[src/pkg/port_two_defines.svh]
// Purpose: Offsets, field positions, reset values and bus timing of the port two block
// Assumes: Register indices are the upper 16 bits of the 18-bit address; byte address = index * 4
// Notes:   Definitions only
`ifndef PORT_TWO_DEFINES_SVH
`define PORT_TWO_DEFINES_SVH

`define PORT_WIDTH         8
`define AVS_ADDR_W         18
`define AVS_DATA_W         32

// Register indices, each one aligned 32-bit word on the bus
`define DIR_IDX            16'hfeb1
`define PIN_LEVELS_IDX     16'hff51
`define OUT_LATCH_IDX      16'hff61
`define IDX_LSB            2

`define DIR_RESET          8'h00
`define OUT_LATCH_RESET    8'h00
`define LEVELS_RESET       8'h00
// Value returned by a read of the write-only direction register
`define DIR_READ_VALUE     8'hff
`define UNMAPPED_READ      32'h0000_0000

// Byte lane that carries the 8-bit register data
`define DATA_LANE          0
// Cycles from a request to waitrequest low
`define BUS_ANSWER_CYCLES  1

`endif

[src/pkg/port_two_pkg.sv]
// Purpose: Types shared by the port two block
// Assumes: Constants live in port_two_defines.svh
// Notes:   Types only
package port_two_pkg;

   typedef logic [7:0] port_byte_t;

   typedef enum logic [0:0] {
      BUS_IDLE,
      BUS_ACK
   } bus_state_t;

endpackage

[src/pkg/pin_select_if.sv]
// Purpose: Carries the per-pin driver selection between control and pin mux
// Assumes: One clock domain, all signals combinational between the two modules
// Notes:   ctrl drives the sources, mux returns the chosen drive
`timescale 1ns/1ns
interface pin_select_if;
   import port_two_pkg::*;

   port_byte_t dir;
   port_byte_t latch;
   port_byte_t tmr_sel_nz;
   port_byte_t tmr_out;
   port_byte_t tpu_oe;
   port_byte_t tpu_out;
   port_byte_t ppg_en;
   port_byte_t ppg_out;
   logic       hold_alt;
   port_byte_t drv_out;
   port_byte_t drv_oe;

   modport ctrl (
      output dir, latch, tmr_sel_nz, tmr_out, tpu_oe, tpu_out, ppg_en, ppg_out, hold_alt,
      input  drv_out, drv_oe
   );

   modport mux (
      input  dir, latch, tmr_sel_nz, tmr_out, tpu_oe, tpu_out, ppg_en, ppg_out, hold_alt,
      output drv_out, drv_oe
   );

endinterface

[src/rtl/port_two_pin_mux.sv]
// Purpose: Chooses, pin by pin, which unit drives the pin and whether it is driven
// Assumes: All selects come from the same clock domain
// Notes:   Purely combinational; the top registers the result
`timescale 1ns/1ns
`include "port_two_defines.svh"
module port_two_pin_mux (
   pin_select_if.mux sel
);
   import port_two_pkg::*;

   port_byte_t out_v;
   port_byte_t oe_v;

   for (genvar g = 0; g < `PORT_WIDTH; g++) begin : g_pin
      // Precedence: 8-bit timer, timer unit, then port or pulse output
      assign out_v[g] = (!sel.hold_alt && sel.tmr_sel_nz[g]) ? sel.tmr_out[g] :
                        (!sel.hold_alt && sel.tpu_oe[g])     ? sel.tpu_out[g] :
                        (!sel.hold_alt && sel.ppg_en[g])     ? sel.ppg_out[g] :
                                                               sel.latch[g];
      assign oe_v[g]  = (!sel.hold_alt && (sel.tmr_sel_nz[g] || sel.tpu_oe[g])) ? 1'b1 :
                                                               sel.dir[g];
   end

   assign sel.drv_out = out_v;
   assign sel.drv_oe  = oe_v;

endmodule

[src/rtl/port_two_top.sv]
// Purpose: Eight-bit general purpose port with direction, output latch and pin levels
// Assumes: Avalon-MM slave with waitrequest, byte addresses, data in byte lane 0
// Notes:   i_rst_n is the power-on reset; hardware standby arrives on a pin
//
// Functional notes
// - The direction register is eight bits, write-only, and reads give a fixed filler.
// - A direction bit of 1 makes its pin an output and 0 makes it an input.
// - Power-on reset and hardware standby clear direction and output latch to zero.
// - Manual reset and software standby keep direction and output latch.
// - The output latch is an eight-bit read and write register holding pin output data.
// - The pin-state register is read-only and writes to it change nothing.
// - Pin-state reads give the latch bit where the direction bit is 1.
// - Pin-state reads give the sampled pin level where the direction bit is 0.
// - Pin-state levels follow the pins but hold under manual reset or software standby unless hardware standby is active; o_pin_level ignores the hold.
// - Under manual reset the alternate units let go, so pins follow direction and latch.
// - Pin functions are the same in every operating mode of the device.
// - Registers decode at index FEB1 direction, FF61 latch and FF51 pin levels.
// - Pin drive precedence is 8-bit timer, timer unit, then port or pulse output.
//
// Implementation choice: register access over Avalon-MM.
`timescale 1ns/1ns
`include "port_two_defines.svh"
module port_two_top (
   input  wire logic                     i_clk_sys,
   input  wire logic                     i_rst_n,
   input  wire logic                     i_hw_standby,
   input  wire logic                     i_manual_rst,
   input  wire logic                     i_sw_standby,
   input  wire logic [`AVS_ADDR_W-1:0]   i_avs_address,
   input  wire logic                     i_avs_read,
   input  wire logic                     i_avs_write,
   input  wire logic [`AVS_DATA_W-1:0]   i_avs_writedata,
   input  wire logic [3:0]               i_avs_byteenable,
   output logic      [`AVS_DATA_W-1:0]   o_avs_readdata,
   output logic                          o_avs_waitrequest,
   input  wire port_two_pkg::port_byte_t i_pin_in,
   output port_two_pkg::port_byte_t      o_pin_out,
   output port_two_pkg::port_byte_t      o_pin_oe,
   output port_two_pkg::port_byte_t      o_pin_level,
   input  wire port_two_pkg::port_byte_t i_tmr_sel_nz,
   input  wire port_two_pkg::port_byte_t i_tmr_out,
   input  wire port_two_pkg::port_byte_t i_tpu_oe,
   input  wire port_two_pkg::port_byte_t i_tpu_out,
   input  wire port_two_pkg::port_byte_t i_ppg_en,
   input  wire port_two_pkg::port_byte_t i_ppg_out
);
   import port_two_pkg::*;

   ////////////////////////////////////////////////////////////////////////////////////////////
   // Synchronisers for the pins and the standby pin

   port_byte_t pin_meta_ff;
   port_byte_t pin_sync_ff;
   logic       stby_meta_ff;
   logic       stby_sync_ff;

   always_ff @(posedge i_clk_sys) begin
      if (!i_rst_n) begin
         pin_meta_ff  <= `LEVELS_RESET;
         pin_sync_ff  <= `LEVELS_RESET;
         stby_meta_ff <= 1'b0;
         stby_sync_ff <= 1'b0;
      end else begin
         pin_meta_ff  <= i_pin_in;
         pin_sync_ff  <= pin_meta_ff;
         stby_meta_ff <= i_hw_standby;
         stby_sync_ff <= stby_meta_ff;
      end
   end

   ////////////////////////////////////////////////////////////////////////////////////////////
   // Bus slave: one wait cycle, then waitrequest low for exactly one cycle

   bus_state_t                 state_ff;
   bus_state_t                 nxt_state_ff;
   logic                       waitreq_ff;
   logic                       nxt_waitreq_ff;
   logic [`AVS_DATA_W-1:0]     rdata_ff;
   logic [`AVS_DATA_W-1:0]     nxt_rdata_ff;
   logic [15:0]                reg_idx;
   logic                       hit_dir;
   logic                       hit_latch;
   logic                       hit_levels;
   logic                       wr_commit;
   logic                       frozen;
   port_byte_t                 pin_view;
   port_byte_t                 dir_ff;
   port_byte_t                 nxt_dir_ff;
   port_byte_t                 latch_ff;
   port_byte_t                 nxt_latch_ff;
   port_byte_t                 levels_ff;
   port_byte_t                 nxt_levels_ff;

   // Word index from the byte address
   assign reg_idx    = i_avs_address[`AVS_ADDR_W-1:`IDX_LSB];
   assign hit_dir    = (reg_idx == `DIR_IDX);
   assign hit_latch  = (reg_idx == `OUT_LATCH_IDX);
   assign hit_levels = (reg_idx == `PIN_LEVELS_IDX);
   // The CPU is halted in these states; a stray write must not disturb kept contents
   assign frozen     = stby_sync_ff || i_manual_rst || i_sw_standby;
   assign wr_commit  = i_avs_write && (state_ff == BUS_ACK) && !frozen
                       && i_avs_byteenable[`DATA_LANE];

   always_comb begin
      nxt_state_ff   = state_ff;
      nxt_waitreq_ff = 1'b1;
      nxt_rdata_ff   = rdata_ff;
      case (state_ff)
         BUS_IDLE: begin
            if (i_avs_read || i_avs_write) begin
               nxt_state_ff   = BUS_ACK;
               nxt_waitreq_ff = 1'b0;
               nxt_rdata_ff   = `UNMAPPED_READ;
               if (i_avs_read && hit_dir) begin
                  nxt_rdata_ff = {24'h00_0000, `DIR_READ_VALUE};
               end else if (i_avs_read && hit_latch) begin
                  nxt_rdata_ff = {24'h00_0000, latch_ff};
               end else if (i_avs_read && hit_levels) begin
                  nxt_rdata_ff = {24'h00_0000, pin_view};
               end
            end
         end
         BUS_ACK: begin
            nxt_state_ff = BUS_IDLE;
         end
         default: begin
            nxt_state_ff = BUS_IDLE;
         end
      endcase
   end

   always_ff @(posedge i_clk_sys) begin
      if (!i_rst_n) begin
         state_ff   <= BUS_IDLE;
         waitreq_ff <= 1'b1;
         rdata_ff   <= `UNMAPPED_READ;
      end else begin
         state_ff   <= nxt_state_ff;
         waitreq_ff <= nxt_waitreq_ff;
         rdata_ff   <= nxt_rdata_ff;
      end
   end

   assign o_avs_waitrequest = waitreq_ff;
   assign o_avs_readdata    = rdata_ff;

   ////////////////////////////////////////////////////////////////////////////////////////////
   // Direction, output latch and pin levels

   // Output pins read back their latch, input pins their sampled level
   assign pin_view = (dir_ff & latch_ff) | (~dir_ff & levels_ff);

   always_comb begin
      nxt_dir_ff    = dir_ff;
      nxt_latch_ff  = latch_ff;
      nxt_levels_ff = levels_ff;
      if (stby_sync_ff) begin
         nxt_dir_ff   = `DIR_RESET;
         nxt_latch_ff = `OUT_LATCH_RESET;
      end else if (wr_commit && hit_dir) begin
         nxt_dir_ff   = i_avs_writedata[7:0];
      end else if (wr_commit && hit_latch) begin
         nxt_latch_ff = i_avs_writedata[7:0];
      end
      // Writes to the pin-state register fall through and change nothing
      if (stby_sync_ff || !(i_manual_rst || i_sw_standby)) begin
         nxt_levels_ff = pin_sync_ff;
      end
   end

   always_ff @(posedge i_clk_sys) begin
      if (!i_rst_n) begin
         dir_ff    <= `DIR_RESET;
         latch_ff  <= `OUT_LATCH_RESET;
         levels_ff <= `LEVELS_RESET;
      end else begin
         dir_ff    <= nxt_dir_ff;
         latch_ff  <= nxt_latch_ff;
         levels_ff <= nxt_levels_ff;
      end
   end

   ////////////////////////////////////////////////////////////////////////////////////////////
   // Pin drive; no mode input exists, so every mode sees the same mapping

   pin_select_if u_sel_if ();

   assign u_sel_if.dir        = dir_ff;
   assign u_sel_if.latch      = latch_ff;
   assign u_sel_if.tmr_sel_nz = i_tmr_sel_nz;
   assign u_sel_if.tmr_out    = i_tmr_out;
   assign u_sel_if.tpu_oe     = i_tpu_oe;
   assign u_sel_if.tpu_out    = i_tpu_out;
   assign u_sel_if.ppg_en     = i_ppg_en;
   assign u_sel_if.ppg_out    = i_ppg_out;
   // Alternate units are held in reset with the manual reset
   assign u_sel_if.hold_alt   = i_manual_rst;

   port_two_pin_mux u_mux (
      .sel (u_sel_if.mux)
   );

   port_byte_t pin_out_ff;
   port_byte_t nxt_pin_out_ff;
   port_byte_t pin_oe_ff;
   port_byte_t nxt_pin_oe_ff;
   port_byte_t level_out_ff;
   port_byte_t nxt_level_out_ff;

   always_comb begin
      nxt_pin_out_ff   = u_sel_if.drv_out;
      nxt_pin_oe_ff    = u_sel_if.drv_oe;
      nxt_level_out_ff = pin_sync_ff;
   end

   always_ff @(posedge i_clk_sys) begin
      if (!i_rst_n) begin
         pin_out_ff   <= 8'h00;
         pin_oe_ff    <= 8'h00;
         level_out_ff <= `LEVELS_RESET;
      end else begin
         pin_out_ff   <= nxt_pin_out_ff;
         pin_oe_ff    <= nxt_pin_oe_ff;
         level_out_ff <= nxt_level_out_ff;
      end
   end

   assign o_pin_out   = pin_out_ff;
   assign o_pin_oe    = pin_oe_ff;
   assign o_pin_level = level_out_ff;
endmodule

[config.mk]
export PLATFORM = sky130hd
export DESIGN_NAME = port_two_top
export DESIGN_NICKNAME = d
export VERILOG_FILES = /design/src/pkg/port_two_pkg.sv /design/src/pkg/pin_select_if.sv /design/src/rtl/port_two_pin_mux.sv /design/src/rtl/port_two_top.sv
export VERILOG_INCLUDE_DIRS = /design/src /design/src/pkg
export SDC_FILE = /design/constraint.sdc
export NUM_CORES = 1
export LEC_CHECK = 0
export BUFFER_PORTS_ARGS = -buffer_cell sky130_fd_sc_hd__clkbuf_2
export CORE_MARGIN = 2
export CORE_UTILIZATION = 35
export CTS_CLUSTER_DIAMETER = 120
export DETAILED_ROUTE_END_ITERATION = 7
export PLACE_DENSITY = 0.65
export SETUP_SLACK_MARGIN = 0.15
export SYNTH_ARGS = -nofsm -noshare
export SYNTH_HDL_FRONTEND = slang
export SYNTH_HIERARCHICAL = 1
export SYNTH_SLANG_ARGS = --single-unit
[constraint.sdc]
create_clock -name i_clk_sys -period 1.65 [get_ports i_clk_sys]
set_clock_uncertainty 0.05 [all_clocks]
set_input_delay 0.33 -clock i_clk_sys [delete_from_list [all_inputs] [get_ports i_clk_sys]]
set_output_delay 0.33 -clock i_clk_sys [all_outputs]
set_load 0.1 [all_outputs]
# == After elaboration in Yosys (flattened, before gate mapping) ==
# Cells that the tools add are included.
# word_totals
reg_bits,100
latchBits,0
ramBits,0
mem_bits_ro,0
in_bits,117
output_inout_bits,57
word_cells,121
mem_count,0
# classes
addsub,0
n_mul,0
div_mod_pow,0
magnitude_cmp,0
eq_ne,3
shift,0
mux,38
bitwise,7
reduce_logical,60
# ops
op,n
equality test 16 bit (second input constant),3
logical AND 1 bit,40
two-way mux 1 bit,34
two-way mux 8 bit,3
bitwise AND 8 bit,2
logical OR 1 bit,13
NOT 8 bit,1
bitwise OR 8 bit,1
AND reduction 2 bit,2
OR reduction 2 bit,2
logical NOT 1 bit,3
NOT 1 bit,3
one-hot mux 1 bit (2 select lines),1

# == Logic depth before layout (Yosys ltp) ==
# Gate-level depths: netlist (run 1).
# logic_depth
depth_word,8
ltp_mapped,6
mapped_depth_nobuf,4

# == By module ==
# The synthesis (run 1) kept the hierarchy.
# by_module_without_submodules
module,n_inst,cells_each,area_each_um2,seq_area_each_um2
port_two_top,1,300,2931.6,1521.5
port_two_pin_mux,1,77,475.5,0.0

# == Worst setup path after synthesis (run 1) ==
# Ideal clock, no wire load.
# synth_timing
kind,in2reg
start,in i_avs_address[9]
end,reg latch_ff[6]
setup_time_ns,0.132
arrival_time_ns,1.333
t_required_ns,1.468
path_slack_ns,0.135
path_stages,5
path_buffers,1
cell_sequence,nand3b_1 -> or4_1 -> buf_2 -> o21ai_1 -> a21oi_1
# synth_via
elab_chain_len,4
elab_cells_between_ends,6
classes_between,2 x eq/ne; 1 x bitwise; 3 x reduce/logical
# synth_lines
item,line_no,source
"start, declared",port_two_top.sv:29,"input wire logic [`AVS_ADDR_W-1:0] i_avs_address,"
equality test 16 bit (no line),-,
logical AND 1 bit,port_two_top.sv:160,end else if (wr_commit && hit_dir) begin
NOT 1 bit (no line),-,
AND reduction 2 bit (no line) *,-,
"end signal, assigned",port_two_top.sv:174,latch_ff <= `OUT_LATCH_RESET;
"end signal, assigned",port_two_top.sv:178,latch_ff <= nxt_latch_ff;
"end, declared",port_two_top.sv:89,port_byte_t latch_ff;
# Mark *: on every way between the ends. The rest lies on a longest branch, timed or not.
# A chain may end at the register's enable or synchronous reset.

# == Worst setup path in the final report (run 1) ==
# layout_timing
start,reg rdata_ff[3] (netlist: o_avs_readdata[3])
end,out o_avs_readdata[3]
# layout_rtl
item,line_no,source
"start, declared",port_two_top.sv:78,logic [`AVS_DATA_W-1:0] rdata_ff;
"start signal, assigned",port_two_top.sv:136,rdata_ff <= `UNMAPPED_READ;
"start signal, assigned",port_two_top.sv:140,rdata_ff <= nxt_rdata_ff;
"end, declared",port_two_top.sv:34,"output logic [`AVS_DATA_W-1:0] o_avs_readdata,"
# No word-level cell between the ends.

==> impl_metrics.tcl, run 1 <==
set metrics [dict create \
    wl_met1_mm 3.54 \
    fill_cells 945 \
    cts_max_path_buffers 2 \
    ys_ff_latch 76 \
    crit_fanout 2 \
    drive_gt1_frac 0.344 \
    cts_setup_buffers 0 \
    dpl.cell_count 628 \
    antenna_found_initial 0 \
    clock_sinks 76 \
    hold_violations 0 \
    cts_root_buf "clkbuf_8" \
    via_count 3046 \
    die_w_microns 103 \
    rr_worst_depth 5 \
    clk_latency_ns 0.35 \
    synthDistinctLibCells 48 \
    io_buffer_count 120 \
    grt_usage 0.156 \
    synth_edf_count 0 \
    setup_tns_ns 0 \
    design_area_sq_um 4440 \
    dr_wl_met3_microns 622 \
    grt_pass1_wl_mm 12.6 \
    fin_crit_ns 1.42 \
    yosys_warnings 6 \
    setup_viol 0 \
    internal_power_mw 2.88 \
    tightest_slew_ns 0.641 \
    viasPerCell 4.73 \
    diodes 0 \
    critPathCaptureType "output pin" \
    syn-mean-instance-area_sq_um 9.04 \
    cts_tree "built" \
    fin_crit_sh 0.862 \
    final_antenna_net_count 0 \
    cp.arrival_ns 1.04 \
    p_per_area_nw_per_um2 997 \
    drcViolationCount 0 \
    drt_iter0_markers 141 \
    r2r_end "latch_ff[1]" \
    finalWeightedCongestion 0.842 \
    io_pins 174 \
    placed_area_sq_um 4150 \
    critPathSlowestCell "dfxtp_1" \
    async_flop_share 0 \
    reg2reg_from "stby_sync_ff" \
    startpoint "o_avs_readdata[3]" \
    grt_overflow 0 \
    combPwrFrac 0.218 \
    htreeDepth 3 \
    pwr-share-seq 0.434 \
    totalPowerFinal_mw 4.43 \
    initial_utilization 0.355 \
    routed.top_layer "met4" \
    cpLargestDelayFamily "flip-flops" \
    final-instance-count-excl-fill 644 \
    hp-class "in2reg" \
    p_leak_nw 1.93 \
    rsz0062_at_grt "false" \
    nets 623 \
    cp_num_cells 1 \
    ys_seq_area_frac 0.447 \
    fin_util 0.463 \
    synthCells 377 \
    crit_required_ns 1.27 \
    grt_max_degree 31 \
    drv_cap 0 \
    die_area_sq_um 10500 \
    ir_worst_vdd_uv 518 \
    synth_ff_type "dfxtp_1" \
    path_buf_inv 1 \
    firstDrtPassIters 4 \
    syn2layout_area_growth_pct 30.4 \
    clk_pin_slew_worst_paths_ns 0.09 \
    slew_headroom 0.572 \
    synth_area_sq_um 3410 \
    max_freq_mhz 703 \
    place_ws_ns -0.0613 \
    rows 36 \
    startpoint_type "register" \
    route.met2.wl_mm 3.98 \
    core_area_sq_um 9590 \
    grt_pass1_vias 2754 \
    status "finished clean" \
    reg2reg_slack_ns 0.25 \
    drv_slew 0 \
    path_cells "clkbuf_4" \
    place_hpwl_mm 6.25 \
    clockPowerShare 0.347 \
    drt_wl_total_mm 8.26 \
    cts_buffers 9 \
    wl_per_cell_microns 12.8 \
    fp.dieH_microns 103 \
    switching_power_mw 1.55 \
    p_sw_frac 0.350 \
    path_class "reg2out" \
    max_stage_delay_ns 0.35 \
    setup_slack_ns 0.229 \
    cp-endpoint "o_avs_readdata[3]" \
    whs_ns 0.129 \
]
worst min path at each step:
| stage | from | endpoint | slack, ns | cells past startpoint |
|---|---|---|---|---|
| finish | i_pin_in[6] | pin_meta_ff[6] | 0.13 | 2 |
| detailed placement | pin_meta_ff[6] | nxt_level_out_ff[6] | 0.37 | 1 |
| global placement | pin_meta_ff[4] | nxt_level_out_ff[4] | 0.36 | 1 |
| global route | i_pin_in[3] | pin_meta_ff[3] | 0.11 | 2 |
| floorplan | pin_meta_ff[0] | nxt_level_out_ff[0] | 0.36 | 1 |
| CTS | i_pin_in[6] | pin_meta_ff[6] | 0.10 | 2 |
area by class of cell:
class / count / area [sq um] / share of cell area
Clock buffer: 9 / 124 / 0.0279
Clock inverter: 7 / 90.1 / 0.0203
Inverter: 8 / 30.0 / 0.00676
Multi-Input combinational cell: 273 / 1670 / 0.375
Sequential cell: 76 / 1520 / 0.342
Tap cell: 133 / 166 / 0.0375
Timing Repair Buffer: 138 / 843 / 0.190
synthesized netlist by cell type, types with 2 or more instances:
cell type   n  area share
a211oi_1    3      0.0066
a21boi_1    7       0.015
a21oi_1    25       0.037
a221o_1     3      0.0088
a221oi_1    4       0.010
a2bb2oi_2   3       0.013
a31oi_1     8       0.015
and2_1     42       0.077
and3_1      2      0.0037
and4_1      2      0.0051
and4b_1     2      0.0059
buf_1       2      0.0022
buf_2       6      0.0088
buf_4      26       0.057
clkbuf_1    8      0.0088
dfxtp_1    76        0.45
inv_1       5      0.0055
inv_2       3      0.0033
mux2_2      8       0.026
nand2_1    17       0.019
nand2b_1   10       0.018
nand3_1    32       0.047
nor2_1     22       0.024
nor2b_1     4      0.0073
nor4_4      2       0.012
o21ai_0     8       0.012
o21ai_1    16       0.024
o21bai_1    8       0.018
o22ai_1     4      0.0073
power by group through the flow:
| stage | registers, mW | logic (mW) | clock network [mW] |
|---|---|---|---|
| floorplan | 2.26 | 0.462 | 0 |
| global placement | 1.97 | 0.932 | 0 |
| detailed placement | 1.97 | 0.946 | 0 |
| CTS | 1.93 | 0.968 | 1.58 |
| global route | 1.93 | 1.02 | 1.66 |
| finish | 1.92 | 0.966 | 1.54 |
flip-flops by register name, indices dropped and copies added (netlist names):
register           count
dir_ff                 8
latch_ff               8
levels_ff              8
nxt_level_out_ff       8
o_avs_readdata         8
o_pin_level            8
o_pin_oe               8
o_pin_out              8
pin_meta_ff            8
o_avs_waitrequest      1
state_ff               1
stby_meta_ff           1
stby_sync_ff           1
repair_timing:
action                                 in CTS  in global routing
hold buffers                                0                  0
gates resized for setup                    33                  0
endpoints found under the hold margin       0                  0
setup endpoints to repair                  33                  0
metal layers:
metal  up-vias  GRT usage
met5         -          0
met4         0     0.0697
met3         6     0.0441
met2       114      0.267
met1      1391      0.182
li1       1535          -
cells in the final DEF, fill, tap and decap left out, types with 2 or more instances in the layout:
master / netlist / layout
nand3_1: 32 / 32
a221oi_1: 4 / 4
inv_8: 0 / 3
nor2b_1: 4 / 4
clkbuf_4: 0 / 33
and2_1: 42 / 42
a2bb2oi_2: 3 / 3
a21boi_1: 7 / 7
conb_1: 1 / 24
o21ai_1: 16 / 16
a31oi_1: 8 / 8
o22ai_1: 4 / 4
nand2_1: 17 / 17
nor2_1: 22 / 22
a221o_1: 3 / 3
and4b_1: 2 / 2
and3_1: 2 / 2
buf_4: 26 / 16
clkbuf_2: 0 / 87
dfxtp_1: 76 / 76
inv_1: 5 / 5
inv_6: 0 / 2
buf_12: 0 / 2
inv_2: 3 / 3
and4_1: 2 / 2
nor4_4: 2 / 2
mux2_2: 8 / 8
o21bai_1: 8 / 8
o21ai_0: 8 / 8
clkbuf_8: 0 / 9
a211oi_1: 3 / 3
a21oi_1: 25 / 25
nand2b_1: 10 / 10
kinds of logic (layout without fill, tap and decap cells):
| group | count (synthesis) | count (layout) | share of synthesized area |
|---|---|---|---|
| AOI/OAI and AO/OA | 92 | 92 | 0.174 |
| buffers and inverters | 51 | 162 | 0.0892 |
| DFF | 76 | 76 | 0.447 |
| muxes | 8 | 8 | 0.0264 |
| other | 1 | 24 | 0.00110 |
| and+or+nand+nor | 149 | 149 | 0.263 |
No activity file was read; power rests on OpenSTA's default activity.
==> run 2: changes to the inputs <==
--- a/config.mk
+++ b/config.mk
@@ -8,12 +8,11 @@
 export LEC_CHECK = 0
 export BUFFER_PORTS_ARGS = -buffer_cell sky130_fd_sc_hd__clkbuf_2
 export CORE_MARGIN = 2
-export CORE_UTILIZATION = 35
+export CORE_UTILIZATION = 45
 export CTS_CLUSTER_DIAMETER = 120
 export DETAILED_ROUTE_END_ITERATION = 7
-export PLACE_DENSITY = 0.65
+export PLACE_DENSITY = 0.81
 export SETUP_SLACK_MARGIN = 0.15
 export SYNTH_ARGS = -nofsm -noshare
 export SYNTH_HDL_FRONTEND = slang
-export SYNTH_HIERARCHICAL = 1
 export SYNTH_SLANG_ARGS = --single-unit
==> run 2 against run 1 <==
Setup slack got worse by 0.027 ns. Combinational power shrank 3.4%. Hold slack better by 0.0068 ns. Area after synthesis is 5.0% lower. Maximum frequency fell by 1.9%. Critical path depth unchanged. Synthesized cell count decreased by 2.7%. Core utilization increased by 14 points. Sequential cell count did not move. Critical path type unchanged. Critical endpoint is now o_pin_oe[4]. Highest routed layer unchanged.
==> impl_metrics.tcl, run 2 <==
set metrics [dict create \
    htreeDepth 3 \
    r2r_end "latch_ff[2]" \
    critPathSlowestCell "buf_2" \
    synth.most_common_cell "dfxtp_1" \
    drcViolationCount 0 \
    muxShareOfSynthArea 0.0278 \
    synthCells 367 \
    hp-class "in2reg" \
    hold_end "pin_meta_ff[4]" \
    rsz0062_at_grt "true" \
    tightest_slew_ns 0.602 \
    whs_ns 0.135 \
    drt_iter0_markers 186 \
    synth-xor-area-share 0 \
    via_count 2981 \
    reg2reg_from "stby_sync_ff" \
    viasPerCell 5.06 \
    setup_slack_ns 0.201 \
    die_w_microns 88.8 \
    setup_viol 0 \
    synth_ff_type "dfxtp_1" \
    yosysTopAreaCell "dfxtp_1" \
    final_antenna_net_count 0 \
    yosys_warnings 0 \
    startpoint_type "register" \
    cts_setup_buffers 0 \
    synth_area_sq_um 3240 \
    finalWeightedCongestion 0.780 \
    io_buffer_count 120 \
    synth_common_cells "76 x dfxtp_1, 33 x nand3_1, 28 x nor2_1" \
    drv_cap 0 \
    drive_gt1_frac 0.325 \
    cts_max_path_buffers 2 \
    crit_fanout 1 \
    min_path_cells 2 \
    synth_edf_count 0 \
    ir_worst_vdd_uv 523 \
    grt_pass1_vias 2745 \
    drt_wl_total_mm 7.39 \
    die_area_sq_um 7890 \
    async_flop_share 0 \
    grt_pass1_wl_mm 11.7 \
    syn-mean-instance-area_sq_um 8.82 \
    io_pins 174 \
    synthAdderAreaFrac 0 \
    max_stage_delay_ns 0.41 \
    ys_ff_latch 76 \
    clock_sinks 76 \
    initial_utilization 0.471 \
    cts_buffers 9 \
    synth_top_family_by_area "simple AND/OR/NAND/NOR gates" \
    ys_seq_area_frac 0.470 \
    drv_slew 0 \
    nets 606 \
    antenna_found_initial 0 \
    path_class "reg2out" \
    critPathCaptureType "output pin" \
    wl_per_cell_microns 12.6 \
    fin_crit_ns 1.45 \
    rows 30 \
    firstDrtPassIters 4 \
    rr_worst_depth 5 \
    slew_headroom 0.599 \
    path_cells "buf_2" \
    path_buf_inv 1 \
    yosys.area_share.simple 0.224 \
    reg2reg_slack_ns 0.29 \
    cpLargestDelayFamily "buffers and inverters" \
    cp.arrival_ns 1.07 \
    fp.dieH_microns 88.8 \
    core_area_sq_um 6870 \
    grt_max_degree 48 \
    synth_compound_area_frac 0.187 \
    hold_violations 0 \
    mostFrequentLayoutCells "87 x clkbuf_2, 76 x dfxtp_1, 33 x nand3_1" \
    grt_overflow 0 \
    synth_area_leaders "dfxtp_1 47%, buf_4 5.6%, nand3_1 5.1%, and2_1 5.0%, nor2_1 3.2%" \
    syn2layout_area_growth_pct 29.0 \
    grt_usage 0.191 \
    p_per_area_nw_per_um2 1010 \
    place_hpwl_mm 5.69 \
    place_ws_ns -0.0548 \
    synthDistinctLibCells 38 \
    p_leak_nw 1.85 \
    fin_crit_sh 0.878 \
    status "finished clean" \
    crit_required_ns 1.27 \
    clk_pin_slew_worst_paths_ns 0.08 \
    max_freq_mhz 690 \
    synth_top_area_frac 0.470 \
    diodes 0 \
    cts_root_buf "clkbuf_8" \
    cts_tree "built" \
    clk_latency_ns 0.34 \
    worstHoldStart "i_pin_in[4]" \
    final_common_cell "clkbuf_2" \
]
==> run 2: what timing repair did <==
action,4_1_cts,5_1_grt
resized for setup,25,8
hold buffers,0,0
gates cloned,0,0
setup endpoints to repair,25,8
==> run 2: how the worst max path moves through the flow <==
stage,from,end,slack (ns),cells past startpoint
5_1_grt,o_pin_out[5],o_pin_out[5],0.14,1
3_5_place_dp,i_avs_address[16],latch_ff[2],-0.05,5
4_1_cts,o_pin_out[7],o_pin_out[7],0.15,1
2_1_floorplan,i_avs_address[11],o_avs_readdata[5],0.12,5
6_report,o_pin_oe[4],o_pin_oe[4],0.20,1
3_3_place_gp,i_avs_address[16],latch_ff[6],-0.03,5
==> run 2: stage by stage <==
stage / utilization / setup TNS, ns / power, mW / area [sq um] / instances
after floorplan: - / 0 / 2.71 / 3340 / 390
after global placement: 0.571 / -0.341 / 2.87 / 3920 / 574
after detailed placement: 0.571 / -0.672 / 2.89 / 3920 / 574
after CTS: 0.608 / 0 / 4.27 / 4180 / 589
after global routing: 0.608 / 0 / 4.41 / 4180 / 589
final: 0.608 / 0 / 4.22 / 4180 / 589
==> run 2: routing by layer <==
metal	global-route usage	vias to the layer above	part of all wire	routed length (microns)
met1	0.213	1377	0.40	2990
li1	-	1489	-	-
met4	0.0730	0	0.013	99
met3	0.0494	7	0.067	499
met5	0	-	0	0
met2	0.347	108	0.51	3800
==> run 2: cell families after synthesis <==
family / Yosys count
AOI/OAI and AO/OA: 97
other: 1
and+or+nand+nor: 133
DFF: 76
buffers and inverters: 52
muxes: 8
==> run 2: cell type report <==
class	count	area, sq um
fillers	602	2690
repair buffers	132	791
clock inverters	5	52.6
flip-flops and latches	76	1520
clock buffers	10	138
well taps	96	120
inverters	8	30.0
multi-input cells	262	1520
==> run 2: where the power goes <==
| group | switching [mW] | internal (mW) | total [mW] |
|---|---|---|---|
| sequential | 0.0227 | 1.90 | 1.93 |
| combinational | 0.722 | 0.212 | 0.933 |
| clock | 0.641 | 0.723 | 1.36 |
| total | 1.39 | 2.84 | 4.22 |
==> run 3: changes to the inputs <==
--- a/config.mk
+++ b/config.mk
@@ -12,6 +12,7 @@
 export CTS_CLUSTER_DIAMETER = 120
 export DETAILED_ROUTE_END_ITERATION = 7
 export PLACE_DENSITY = 0.81
+export RECOVER_POWER = 25
 export SETUP_SLACK_MARGIN = 0.15
 export SYNTH_ARGS = -nofsm -noshare
 export SYNTH_HDL_FRONTEND = slang
==> run 3 against run 2 <==
Die area unchanged. Register-to-register slack about the same. Combinational power about the same. Hold slack about the same. Sequential share of layout area about the same. Sequential cell count unchanged. Maximum frequency about the same. Critical path depth unchanged. Via count about the same. First-iteration DRC count unchanged. Critical endpoint unchanged. Highest routed layer unchanged.
==> impl_metrics.tcl, run 3 (same netlist as run 2, synthesis figures left out) <==
set metrics [dict create \
    clock_sinks 76 \
    cts_tree "built" \
    slew_headroom 0.599 \
    crit_fanout 1 \
    nets 606 \
    ir_worst_vdd_uv 524 \
    final_common_cell "clkbuf_2" \
    placed_area_sq_um 3920 \
    path_buf_inv 1 \
    fin_crit_sh 0.878 \
    wl_per_cell_microns 12.6 \
    cts_hold_buf 0 \
    fill_cells 603 \
    p_per_area_nw_per_um2 1010 \
    cp.arrival_ns 1.07 \
    tightest_slew_ns 0.602 \
    cts_buffers 9 \
    clk_latency_ns 0.34 \
    drv_slew 0 \
    final-instance-count-excl-fill 589 \
    htreeDepth 3 \
    io_buffer_count 120 \
    initial_utilization 0.471 \
    clk_pin_slew_worst_paths_ns 0.08 \
    cpLargestDelayFamily "buffers and inverters" \
    startpoint_type "register" \
    io_pins 174 \
    setup_slack_ns 0.201 \
    critPathSlowestCell "buf_2" \
    place_ws_ns -0.0548 \
    max_freq_mhz 690 \
    path_cells "buf_2" \
    via_count 2983 \
    rows 30 \
    grt_pass1_vias 2745 \
    finalWeightedCongestion 0.780 \
    cts_max_path_buffers 2 \
    hold_violations 0 \
    cts_root_buf "clkbuf_8" \
    diodes 0 \
    crit_required_ns 1.27 \
    grt_max_degree 48 \
    syn2layout_area_growth_pct 28.9 \
    drt_iter0_markers 186 \
    core_area_sq_um 6870 \
    viasPerCell 5.06 \
    die_area_sq_um 7890 \
    setup_viol 0 \
    grt_usage 0.191 \
    design_area_sq_um 4180 \
    critPathCaptureType "output pin" \
    final_antenna_net_count 0 \
    status "finished clean" \
    drv_cap 0 \
    cts_setup_buffers 0 \
    drcViolationCount 0 \
    grt_overflow 0 \
    drt_wl_total_mm 7.39 \
    path_class "reg2out" \
    fp.dieH_microns 88.8 \
    max_stage_delay_ns 0.41 \
    firstDrtPassIters 4 \
    hp-class "in2reg" \
    place_hpwl_mm 5.69 \
    grt_pass1_wl_mm 11.7 \
    dpl.cell_count 574 \
    rsz0062_at_grt "true" \
    p_leak_nw 1.85 \
    fin_crit_ns 1.45 \
    mostFrequentLayoutCells "86 x clkbuf_2, 76 x dfxtp_1, 33 x nand3_1" \
    antenna_found_initial 0 \
    die_w_microns 88.8 \
    drive_gt1_frac 0.323 \
]
-- run 3: worst paths after layout --
path	startpoint	to	slack [ns]	cells past startpoint
max reg2reg	stby_sync_ff	latch_ff[2]	0.29	5
max	o_pin_oe[4]	o_pin_oe[4]	0.20	1
min	i_pin_in[4]	pin_meta_ff[4]	0.14	2
min reg2reg	pin_meta_ff[0]	nxt_level_out_ff[0]	0.38	1
-- run 3: cell type report --
type | count | area (sq um) | share of cell area
clock inverters | 5 | 52.6 | 0.0126
repair buffers | 132 | 790 | 0.189
flip-flops and latches | 76 | 1520 | 0.364
inverters | 8 | 30.0 | 0.00719
well taps | 96 | 120 | 0.0288
multi-input cells | 262 | 1520 | 0.365
clock buffers | 10 | 138 | 0.0330
-- run 3: layer usage --
metal  global-route usage  share of wire  vias to the layer above
met2                0.347           0.51                      108
li1                     -              -                     1489
met3               0.0494          0.067                        7
met4               0.0730          0.013                        0
met1                0.213           0.41                     1379
met5                    0              0                        -
-- run 3: where the power goes --
group | switching [mW] | internal (mW)
Clock | 0.642 | 0.723
Sequential | 0.0227 | 1.90
Combinational | 0.722 | 0.211
-- run 3: metrics by stage --
step                       util  setup TNS, ns  power, mW  hold WS (ns)
final                     0.608              0       4.22         0.135
after global routing      0.608              0       4.40         0.115
after CTS                 0.608              0       4.27         0.119
after detailed placement  0.571         -0.672       2.89         0.370
after global placement    0.571         -0.341       2.87         0.364
after floorplan               -              0       2.71         0.362
-- run 3: repair_timing --
action	in CTS	in global routing
resized for setup	25	8
gates cloned	0	0
endpoints found under the setup margin	25	8
